### config.mk
export PLATFORM = sky130hd
export DESIGN_NAME = pci_target_image_decode
export DESIGN_NICKNAME = d
export VERILOG_FILES = /design/src/rtl/pci_target_image_decode_pkg.sv /design/src/rtl/pci_target_image_decode.sv /design/src/rtl/window_match.sv
export VERILOG_INCLUDE_DIRS = /design/src /design/src/rtl
export SDC_FILE = /design/constraint.sdc
export NUM_CORES = 1
export LEC_CHECK = 0
export ABC_CLOCK_PERIOD_IN_PS = 1700
export BUFFER_PORTS_ARGS = -buffer_cell sky130_fd_sc_hd__buf_2
export CAP_MARGIN = 20
export CELL_PAD_IN_SITES_DETAIL_PLACEMENT = 1
export CELL_PAD_IN_SITES_GLOBAL_PLACEMENT = 1
export CORE_ASPECT_RATIO = 1.5
export CORE_MARGIN = 2
export CORE_UTILIZATION = 42
export CTS_BUF_LIST = sky130_fd_sc_hd__clkbuf_4 sky130_fd_sc_hd__clkbuf_8
export DETAILED_ROUTE_END_ITERATION = 8
export MAX_ROUTING_LAYER = met4
export PLACE_DENSITY_LB_ADDON = 0.25
export REMOVE_ABC_BUFFERS = 1
export SLEW_MARGIN = 20
export SYNTH_ARGS = -nofsm -noshare
export SYNTH_HDL_FRONTEND = slang
export SYNTH_SLANG_ARGS = --single-unit
### constraint.sdc
create_clock -name clk_i -period 1.7 [get_ports clk_i]
set_clock_uncertainty 0.1 [all_clocks]
set_input_delay 0.085 -clock clk_i [delete_from_list [all_inputs] [get_ports clk_i]]
set_output_delay 0.085 -clock clk_i [all_outputs]
set_load 0.05 [all_outputs]
### src/rtl/pci_target_image_decode_params.svh
// constants for the pci target window decoder
`ifndef PCI_TARGET_IMAGE_DECODE_PARAMS_SVH
`define PCI_TARGET_IMAGE_DECODE_PARAMS_SVH

// register selector codes on the register port
`define REG_SEL_CONTROL 1'b0
`define REG_SEL_BASE    1'b1

// reset values of the window control fields
`define RST_DECODE_EN   1'b0
`define RST_XLATE_EN    1'b0
`define RST_BASE_REG_EN 1'b1
`define RST_SIZE_CODE   4'h0
`define RST_IO_SPACE    1'b0
`define RST_PORT_SEL    1'b0
`define RST_EXACT_READ  1'b0
`define RST_GLOBAL_CTL  1'b1
`define RST_CI_CTL      1'b1
`define RST_PREFETCH    1'b0
`define RST_BYTE_ORDER  2'h2
`define RST_BASE        16'h0000

// window granularity is 64 Kbyte, so the base holds address bits 31:16
`define WINDOW_GRAIN_BITS 16

// low address bits that mark a type 0 configuration access
`define TYPE0_ADDR_TAG 2'h0

// all byte lanes enabled (active low)
`define ALL_LANES_N 4'h0

`endif

### src/rtl/pci_target_image_decode_pkg.sv
// types and command helpers for the pci target window decoder
package pci_target_image_decode_pkg;

   // bus command codes seen on the command/byte-enable lines
   typedef enum logic [3:0] {
      CMD_INT_ACK     = 4'h0,
      CMD_SPECIAL     = 4'h1,
      CMD_IO_RD       = 4'h2,
      CMD_IO_WR       = 4'h3,
      CMD_MEM_RD      = 4'h6,
      CMD_MEM_WR      = 4'h7,
      CMD_CFG_RD      = 4'ha,
      CMD_CFG_WR      = 4'hb,
      CMD_MEM_RD_MULT = 4'hc,
      CMD_DUAL_ADDR   = 4'hd,
      CMD_MEM_RD_LINE = 4'he,
      CMD_MEM_WR_INV  = 4'hf
   } pci_cmd_t;

   // byte-order codes
   typedef enum logic [1:0] {
      ORDER_LITTLE      = 2'h0,
      ORDER_PROC_LITTLE = 2'h1,
      ORDER_BIG         = 2'h2
   } byte_order_t;

   // address-phase tracker
   typedef enum logic [1:0] {
      BUS_IDLE,
      BUS_LANES,
      BUS_BUSY
   } bus_state_t;

   // window control register, bit 31 down to bit 0
   typedef struct packed {
      logic [5:0] rsvd_hi;
      logic [1:0] byte_order;
      logic       prefetch_retain_enable;
      logic [4:0] proc_write_transfer_type;
      logic       cache_inhibit_ctl;
      logic       coherency_global_ctl;
      logic [4:0] proc_read_transfer_type;
      logic       exact_read_enable;
      logic       target_port_select;
      logic       io_space_select;
      logic [3:0] window_size_code;
      logic       rsvd_lo;
      logic       base_reg_enable;
      logic       translation_enable;
      logic       window_decode_enable;
   } ctl_t;

   // memory commands that windows decode
   function automatic logic is_mem_cmd(input logic [3:0] c);
      return c == CMD_MEM_RD || c == CMD_MEM_WR || c == CMD_MEM_RD_MULT
          || c == CMD_MEM_RD_LINE || c == CMD_MEM_WR_INV;
   endfunction

   // configuration commands
   function automatic logic is_cfg_cmd(input logic [3:0] c);
      return c == CMD_CFG_RD || c == CMD_CFG_WR;
   endfunction

   // write direction of a supported command
   function automatic logic is_write_cmd(input logic [3:0] c);
      return c == CMD_MEM_WR || c == CMD_MEM_WR_INV || c == CMD_CFG_WR;
   endfunction

endpackage

### src/rtl/pci_target_image_decode.sv
// pci target address-phase decoder with window control registers
`timescale 1ns/1ps
`default_nettype none
`include "pci_target_image_decode_params.svh"

// Function
// - claim master accesses bound for forwarding
// - decode only memory and configuration commands
// - positively claim addresses inside programmed range
// - window placed by base, sized by code
// - range decode applies to memory only
// - accept memory read, write, multiple, line
// - configuration read/write only as type 0
// - never claim io, ack, special, dual, reserved
// - write and invalidate treated as write
// - decode enable gates window, reset off
// - translation enable per window, reset off
// - base register gated by base enable
// - size is 64K times two to code
// - space select picks memory or io forwarding
// - port select picks processor or other pci
// - exact read forwards latched byte enables on reads to the other pci
// - read and write transfer types driven
// - global coherency control, asserted by default
// - cache inhibit control, asserted by default
// - prefetch retention flag, reset off
// - byte order field, big-endian at reset
module pci_target_image_decode
   import pci_target_image_decode_pkg::*;
#(
   parameter int         NUM_IMAGES     = 4,
   parameter logic [4:0] READ_TT_RESET  = 5'h00,
   parameter logic [4:0] WRITE_TT_RESET = 5'h01,
   localparam int        IDX_W          = (NUM_IMAGES > 1) ? $clog2(NUM_IMAGES) : 1
) (
   input  wire logic                clk_i,
   input  wire logic                nrst_i,
   input  wire logic                pci_frame_n_i,
   input  wire logic                pci_irdy_n_i,
   input  wire logic                pci_idsel_i,
   input  wire logic [31:0]         pci_addr_data_lines_i,
   input  wire logic [3:0]          pci_cmd_byte_enables_i,
   input  wire logic                reg_wr_i,
   input  wire logic                reg_rd_i,
   input  wire logic [IDX_W-1:0]    reg_image_i,
   input  wire logic                reg_sel_i,
   input  wire logic [31:0]         reg_wdata_i,
   output logic [31:0]              reg_rdata_o,
   output logic                     reg_rvalid_o,
   input  wire logic                eeprom_load_i,
   input  wire logic [IDX_W-1:0]    eeprom_image_i,
   input  wire logic [3:0]          eeprom_size_code_i,
   input  wire logic                eeprom_base_reg_en_i,
   output logic                     claim_o,
   output logic                     config_claim_o,
   output logic [IDX_W-1:0]         claim_image_o,
   output logic [31:0]              fwd_addr_o,
   output logic [3:0]               fwd_cmd_o,
   output logic                     fwd_write_o,
   output logic [3:0]               fwd_byte_enables_n_o,
   output logic                     target_port_select_o,
   output logic                     fwd_io_space_o,
   output logic                     fwd_exact_read_o,
   output logic                     translation_enable_o,
   output logic [3:0]               window_size_code_o,
   output logic [4:0]               proc_transfer_type_lines_o,
   output logic                     proc_global_signal_n_o,
   output logic                     proc_cache_inhibit_signal_n_o,
   output logic                     prefetch_retain_o,
   output logic [1:0]               byte_order_o
);

   localparam int BASE_W = 32 - `WINDOW_GRAIN_BITS;

   // whole state of the decoder
   typedef struct packed {
      bus_state_t                          bus;
      ctl_t       [NUM_IMAGES-1:0]         ctl;
      logic       [NUM_IMAGES-1:0][BASE_W-1:0] base;
      logic                                pend_mem;
      logic                                pend_cfg;
      logic       [IDX_W-1:0]              pend_image;
      logic       [31:0]                   pend_addr;
      logic       [3:0]                    pend_cmd;
      logic       [31:0]                   rdata;
      logic                                rvalid;
      logic                                claim;
      logic                                cfg_claim;
      logic       [IDX_W-1:0]              image;
      logic       [31:0]                   addr;
      logic       [3:0]                    cmd;
      logic                                write;
      logic       [3:0]                    be_n;
      logic       [4:0]                    tt;
      ctl_t                                attr;
   } state_t;

   state_t                  st;
   state_t                  next_st;
   logic [NUM_IMAGES-1:0]   hit;
   logic                    addr_phase;
   logic                    mem_cmd;
   logic                    cfg_type0;
   logic                    any_hit;
   logic [IDX_W-1:0]        hit_image;

   // refuse window counts outside the range 1 to 8
   if (NUM_IMAGES < 1 || NUM_IMAGES > 8)
   begin : g_bad_count
      $error("NUM_IMAGES must lie between 1 and 8");
   end

   // reset value of one window control register
   function automatic ctl_t ctl_reset();
      ctl_t c;
      c                          = '0;
      c.window_decode_enable     = `RST_DECODE_EN;
      c.translation_enable       = `RST_XLATE_EN;
      c.base_reg_enable          = `RST_BASE_REG_EN;
      c.window_size_code         = `RST_SIZE_CODE;
      c.io_space_select          = `RST_IO_SPACE;
      c.target_port_select       = `RST_PORT_SEL;
      c.exact_read_enable        = `RST_EXACT_READ;
      c.proc_read_transfer_type  = READ_TT_RESET;
      c.proc_write_transfer_type = WRITE_TT_RESET;
      c.coherency_global_ctl     = `RST_GLOBAL_CTL;
      c.cache_inhibit_ctl        = `RST_CI_CTL;
      c.prefetch_retain_enable   = `RST_PREFETCH;
      c.byte_order               = `RST_BYTE_ORDER;
      return c;
   endfunction

   // reset value of the whole state
   function automatic state_t state_reset();
      state_t s;
      s     = '0;
      s.bus = BUS_IDLE;
      for (int i = 0; i < NUM_IMAGES; i++)
      begin
         s.ctl[i]  = ctl_reset();
         s.base[i] = `RST_BASE;
      end
      s.attr = ctl_reset();
      return s;
   endfunction

   // range compare, one per window
   for (genvar g = 0; g < NUM_IMAGES; g++)
   begin : g_match
      window_match #(
         .BASE_W      (BASE_W)
      ) u_match (
         .enable_i    (st.ctl[g].window_decode_enable),
         .mem_cmd_i   (mem_cmd),
         .base_i      (st.base[g]),
         .size_code_i (st.ctl[g].window_size_code),
         .addr_i      (pci_addr_data_lines_i),
         .hit_o       (hit[g])
      );
   end

   // command classes seen in the address phase
   assign addr_phase = (st.bus == BUS_IDLE) && !pci_frame_n_i;
   assign mem_cmd    = is_mem_cmd(pci_cmd_byte_enables_i);
   assign cfg_type0  = is_cfg_cmd(pci_cmd_byte_enables_i) && pci_idsel_i
                    && (pci_addr_data_lines_i[1:0] == `TYPE0_ADDR_TAG);

   // lowest numbered hitting window wins on overlap
   always_comb
   begin
      any_hit   = 1'b0;
      hit_image = '0;
      for (int i = NUM_IMAGES - 1; i >= 0; i--)
      begin
         if (hit[i])
         begin
            any_hit   = 1'b1;
            hit_image = IDX_W'(i);
         end
      end
   end

   // next state: bus tracking, claims, register access
   always_comb
   begin
      next_st           = st;
      next_st.claim     = 1'b0;
      next_st.cfg_claim = 1'b0;
      next_st.rvalid    = 1'b0;

      // address phase tracking
      unique case (st.bus)
         BUS_IDLE:
         begin
            if (addr_phase)
            begin
               next_st.bus        = BUS_LANES;
               next_st.pend_mem   = any_hit;
               next_st.pend_cfg   = cfg_type0;
               next_st.pend_image = hit_image;
               next_st.pend_addr  = pci_addr_data_lines_i;
               next_st.pend_cmd   = pci_cmd_byte_enables_i;
            end
         end
         BUS_LANES:
         begin
            // first data phase: byte enables now on the command lines
            next_st.bus       = BUS_BUSY;
            next_st.claim     = st.pend_mem;
            next_st.cfg_claim = st.pend_cfg;
            if (st.pend_mem)
            begin
               next_st.image = st.pend_image;
               next_st.addr  = st.pend_addr;
               next_st.attr  = st.ctl[st.pend_image];
               next_st.write = is_write_cmd(st.pend_cmd);
               // write and invalidate goes out as plain write
               next_st.cmd   = (st.pend_cmd == CMD_MEM_WR_INV) ? CMD_MEM_WR : st.pend_cmd;
               next_st.tt    = is_write_cmd(st.pend_cmd)
                             ? st.ctl[st.pend_image].proc_write_transfer_type
                             : st.ctl[st.pend_image].proc_read_transfer_type;
               // exact lanes only for reads sent to the other pci bus
               next_st.be_n  = (st.ctl[st.pend_image].exact_read_enable
                             && st.ctl[st.pend_image].target_port_select
                             && !is_write_cmd(st.pend_cmd))
                             ? pci_cmd_byte_enables_i : `ALL_LANES_N;
            end
            else if (st.pend_cfg)
            begin
               next_st.addr  = st.pend_addr;
               next_st.cmd   = st.pend_cmd;
               next_st.write = is_write_cmd(st.pend_cmd);
               next_st.be_n  = pci_cmd_byte_enables_i;
            end
            if (pci_frame_n_i && pci_irdy_n_i)
            begin
               next_st.bus = BUS_IDLE;
            end
         end
         BUS_BUSY:
         begin
            if (pci_frame_n_i && pci_irdy_n_i)
            begin
               next_st.bus = BUS_IDLE;
            end
         end
         default:
         begin
            next_st.bus = BUS_IDLE;
         end
      endcase

      // register read, base hidden while its enable is clear
      if (reg_rd_i)
      begin
         next_st.rvalid = 1'b1;
         next_st.rdata  = '0;
         if (32'(reg_image_i) < NUM_IMAGES)
         begin
            if (reg_sel_i == `REG_SEL_CONTROL)
            begin
               next_st.rdata = st.ctl[reg_image_i];
            end
            else if (st.ctl[reg_image_i].base_reg_enable)
            begin
               next_st.rdata = {st.base[reg_image_i], {`WINDOW_GRAIN_BITS{1'b0}}};
            end
         end
      end

      // eeprom load of size code and base enable
      if (eeprom_load_i && 32'(eeprom_image_i) < NUM_IMAGES)
      begin
         next_st.ctl[eeprom_image_i].window_size_code = eeprom_size_code_i;
         next_st.ctl[eeprom_image_i].base_reg_enable  = eeprom_base_reg_en_i;
      end

      // register write, reserved bits kept at zero
      if (reg_wr_i && 32'(reg_image_i) < NUM_IMAGES)
      begin
         if (reg_sel_i == `REG_SEL_CONTROL)
         begin
            next_st.ctl[reg_image_i]         = reg_wdata_i;
            next_st.ctl[reg_image_i].rsvd_hi = '0;
            next_st.ctl[reg_image_i].rsvd_lo = 1'b0;
         end
         else if (st.ctl[reg_image_i].base_reg_enable)
         begin
            next_st.base[reg_image_i] = reg_wdata_i[31 -: BASE_W];
         end
      end
   end

   // single state register
   always_ff @(posedge clk_i)
   begin
      if (!nrst_i)
      begin
         st <= state_reset();
      end
      else
      begin
         st <= next_st;
      end
   end

   // outputs straight from the state register
   assign reg_rdata_o                   = st.rdata;
   assign reg_rvalid_o                  = st.rvalid;
   assign claim_o                       = st.claim;
   assign config_claim_o                = st.cfg_claim;
   assign claim_image_o                 = st.image;
   assign fwd_addr_o                    = st.addr;
   assign fwd_cmd_o                     = st.cmd;
   assign fwd_write_o                   = st.write;
   assign fwd_byte_enables_n_o          = st.be_n;
   assign target_port_select_o          = st.attr.target_port_select;
   assign fwd_io_space_o                = st.attr.io_space_select;
   assign fwd_exact_read_o              = st.attr.exact_read_enable;
   assign translation_enable_o          = st.attr.translation_enable;
   assign window_size_code_o            = st.attr.window_size_code;
   assign proc_transfer_type_lines_o    = st.tt;
   // active-low cache signals driven low when their control bit is set
   assign proc_global_signal_n_o        = !st.attr.coherency_global_ctl;
   assign proc_cache_inhibit_signal_n_o = !st.attr.cache_inhibit_ctl;
   assign prefetch_retain_o             = st.attr.prefetch_retain_enable;
   assign byte_order_o                  = st.attr.byte_order;

endmodule
`default_nettype wire

### src/rtl/window_match.sv
// address range compare for one target window
`timescale 1ns/1ps
`default_nettype none

module window_match #(
   parameter int BASE_W = 16
) (
   input  wire logic              enable_i,
   input  wire logic              mem_cmd_i,
   input  wire logic [BASE_W-1:0] base_i,
   input  wire logic [3:0]        size_code_i,
   input  wire logic [31:0]       addr_i,
   output logic                   hit_o
);

   logic [BASE_W-1:0] size_mask;

   // size mask covers base to base plus size minus one
   always_comb
   begin
      size_mask = {BASE_W{1'b1}} << size_code_i;
      hit_o     = enable_i && mem_cmd_i
               && (((addr_i[31 -: BASE_W] ^ base_i) & size_mask) == '0);
   end

endmodule
`default_nettype wire

==> impl_metrics.csv <==
group,metric,value,unit
place,portBuffers,180,
synth,synth-edff-count,0,
hold_path,hold_class,"in2reg",
drt,vias,14400,
timing,period_needed,1.95,ns
timing,worstMarginPinSlew,0.540,ns
global_routing,grt_pass1_vias,15419,
synth,postSynth.asyncResetShare,0,
clock_tree,cts_made_buffers,52,
global_routing,grt_pass1_wl,89300,µm
final_layout,layout.nets,2167,
drt,met3WireLength,2410,µm
global_routing,grt_max_degree,43,
clock_tree,cts.clk_slew.worst_paths,0.07,ns
status,violations,"setup timing",
global_routing,antenna_found_initial,2,
timing,worst_hold_slack,0.0500,ns
final_layout,fillers,4259,
synth,ys_ff_latch,330,
global_routing,overflow,0,
synth,postSynthAreaPerCell,9.01,µm²
timing,final_max_slew_viol_count,0,
worst_setup_path,arrival,2.36,ns
floorplanning,die_h,243,µm
floorplanning,initial_core_util,0.426,
pwr,power_leakage,9.01,nW
clock_tree,cts_buffer_depth,3,
drt,top_layer,"met4",
timing,grt_setup_unrepaired,"yes",
drt,dr.pass1.iters,4,
synth,synth-main-ff-cell,"dfxtp_1",
final_layout,multi_input_area,0.00900,mm²
drt,wl_met2,31200,µm
worst_setup_path,cp-start-kind,"flip-flop",
drt,antenna_left,0,
timing,hold_viol,0,
timing,fin_crit_sh,1.15,
place,hpwlAfterDp,40200,µm
timing,max_freq,0.512,GHz
clock_tree,cts_max_level,2,
synth,yosysWarnings,0,
worst_setup_path,crit_path_end_kind,"flip-flop",
clock_tree,clk_latency,0.62,ns
final_layout,drive_gt1_frac,0.349,
job,cap_viol_max_count,0,
drt,drc,0,
status,status,"finished, violations left",
clock_tree,cts_root_buffer,"clkbuf_8",
drt,wl_met1,23400,µm
floorplanning,die_w,164,µm
place,place.gp.congestion,0.918,
drt,drt_iter0_drc,793,
global_routing,grt_util_all_layers,0.300,
pwr,p_total,0.0181,W
final_layout,seq_area,0.00665,mm²
drt,route.detailed.wl_per_inst,23.0,µm
floorplanning,coreArea,0.0377,mm²
pwr,power_density,842,mW/mm²
floorplanning,rows,87,
drt,viasPerCell,5.52,
worst_setup_path,path_max_fanout,6,
place,place_ws,-0.450,ns
floorplanning,dieArea,0.0398,mm²
synth,synthCells,1781,
synth,synth_seq_area_share,0.412,
timing,postLayoutSetupSlackWorst,-0.252,ns
drt,wirelength,60100,µm
worst_setup_path,required,2.10,ns
synth,synth_cell_types,53,
pwr,vdd.ir_drop.worst,0.000485,V
clock_tree,tritoncts,"done",
synth,synth_area,0.0161,mm²
floorplanning,ios,182,
worst_setup_path,critical_path_class,"reg2reg",
final_layout,area_growth,33.7,%
timing,finalSetupViolCount,82,
timing,relSlewSlack,0.640,
clock_tree,clkSinkCount,330,
routing by layer:
metal  global-route usage  up-vias
met5                    -        -
met3               0.0332      165
li1                     -     6610
met2                0.529      425
met4                0.144        0
met1                0.334     7200
cells in the final DEF (no fill, tap or decap), types with 16 or more instances in the layout:
cell type	instances
o211a_1	37
a21boi_0	147
mux4_2	71
clkbuf_8	70
buf_12	31
xor2_1	29
buf_4	176
mux2i_1	39
and3_1	35
xnor2_1	30
nor2b_1	66
nand2_4	32
a21boi_2	35
dfxtp_1	310
nand3_1	67
a21boi_1	16
a21oi_1	32
buf_2	178
nand2_1	406
dlygate4sd3_1	84
flip-flops by register name, summed over array words and instances (netlist names), 2 cells and up:
signal,cells
fwd_cmd_o,4
fwd_byte_enables_n_o,4
claim_image_o,2
reg_rdata_o,32
st,236
byte_order_o,2
fwd_addr_o,32
proc_transfer_type_lines_o,5
window_size_code_o,4
worst paths after layout:
kind	from	end	slack (ns)	depth (start not counted)
worst max-delay path	st[317]	st[205]	-0.25	6
worst min-delay path	eeprom_image_i[0]	st[224]	0.05	6
worst max register to register	st[317]	st[205]	-0.25	6
worst min register to register	target_port_select_o	target_port_select_o	0.36	2
synth_stat cells (2+ instances only):
cell type / count / area [µm²]
a2111oi_0: 2 / 17.5
a21boi_0: 187 / 1400
a21boi_1: 11 / 82.6
a21o_1: 2 / 15.0
a21oi_1: 42 / 210
a22oi_1: 8 / 60.1
a31o_2: 3 / 26.3
a31oi_1: 6 / 37.5
and2_1: 14 / 87.6
and3_1: 36 / 225
buf_1: 9 / 33.8
buf_2: 22 / 110
buf_4: 86 / 646
buf_6: 3 / 33.8
clkbuf_1: 127 / 477
dfxtp_1: 330 / 6610
inv_1: 4 / 15.0
mux2i_1: 40 / 400
mux4_2: 71 / 1600
nand2_1: 453 / 1700
nand2_2: 3 / 18.8
nand2b_1: 10 / 62.6
nand3_1: 76 / 380
nand3b_1: 2 / 15.0
nand4_1: 2 / 12.5
nor2_1: 4 / 15.0
nor2b_1: 66 / 413
nor3_1: 3 / 15.0
nor4_1: 3 / 18.8
o2111ai_1: 3 / 26.3
o211a_1: 37 / 370
o211ai_1: 11 / 82.6
o21a_1: 2 / 15.0
o21ai_0: 19 / 95.1
o21ai_1: 2 / 10.0
or3_1: 2 / 12.5
xnor2_1: 35 / 307
xor2_1: 30 / 263
stage by stage:
stage	util	std cells	instance area (µm²)	TNS, ns
floorplan	-	1534	14800	-129.62
global placement	0.485	2417	18300	-22.89
detailed placement	0.485	2417	18300	-29.81
CTS	0.551	2604	20800	-10.20
global route	0.570	2610	21500	-15.64
finish	0.570	2610	21500	-14.07
critical path, cell delays in order, from the launching register on:
cell and delay [ns]:
dfxtp_2 0.32, mux4_2 0.54, and3_4 0.26, nand3_4 0.15, buf_12 0.15, mux2i_1 0.23, nor2b_1 0.07
what timing repair did:
item                                   4_1_cts  5_1_grt
gates resized for setup                    140      159
cloned                                       3        3
setup endpoints to repair                   95      107
hold buffers                                84        0
endpoints found under the hold margin      241        0
setup buffers                                8        3
pin swaps                                   45       96
final cells by class:
cell class	instances	area share
multi-input combinational	1200	0.419
clock inverter	11	0.00385
sequential	330	0.310
timing repair buffer	493	0.189
inverter	4	0.000700
clock buffer	82	0.0491
tap	489	0.0285
antenna	1	0.000117
kinds of logic (layout without fill, tap and decap cells):
group	Yosys count	after routing	synth area share
and+or+nand+nor	679	679	0.188
other	0	1	0
DFF	330	330	0.412
muxes	111	111	0.125
AOI/OAI and AO/OA	344	344	0.158
xor gates and xnor gates	65	65	0.0355
adders and majority gates	1	1	0.000624
buffers and inverters	251	590	0.0819
power breakdown:
part           switching (W)  internal (W)  total (W)
clock                0.00334       0.00408    0.00742
sequential          0.000171       0.00794    0.00811
combinational        0.00142       0.00113    0.00255
(Power assumes the default switching activity.)
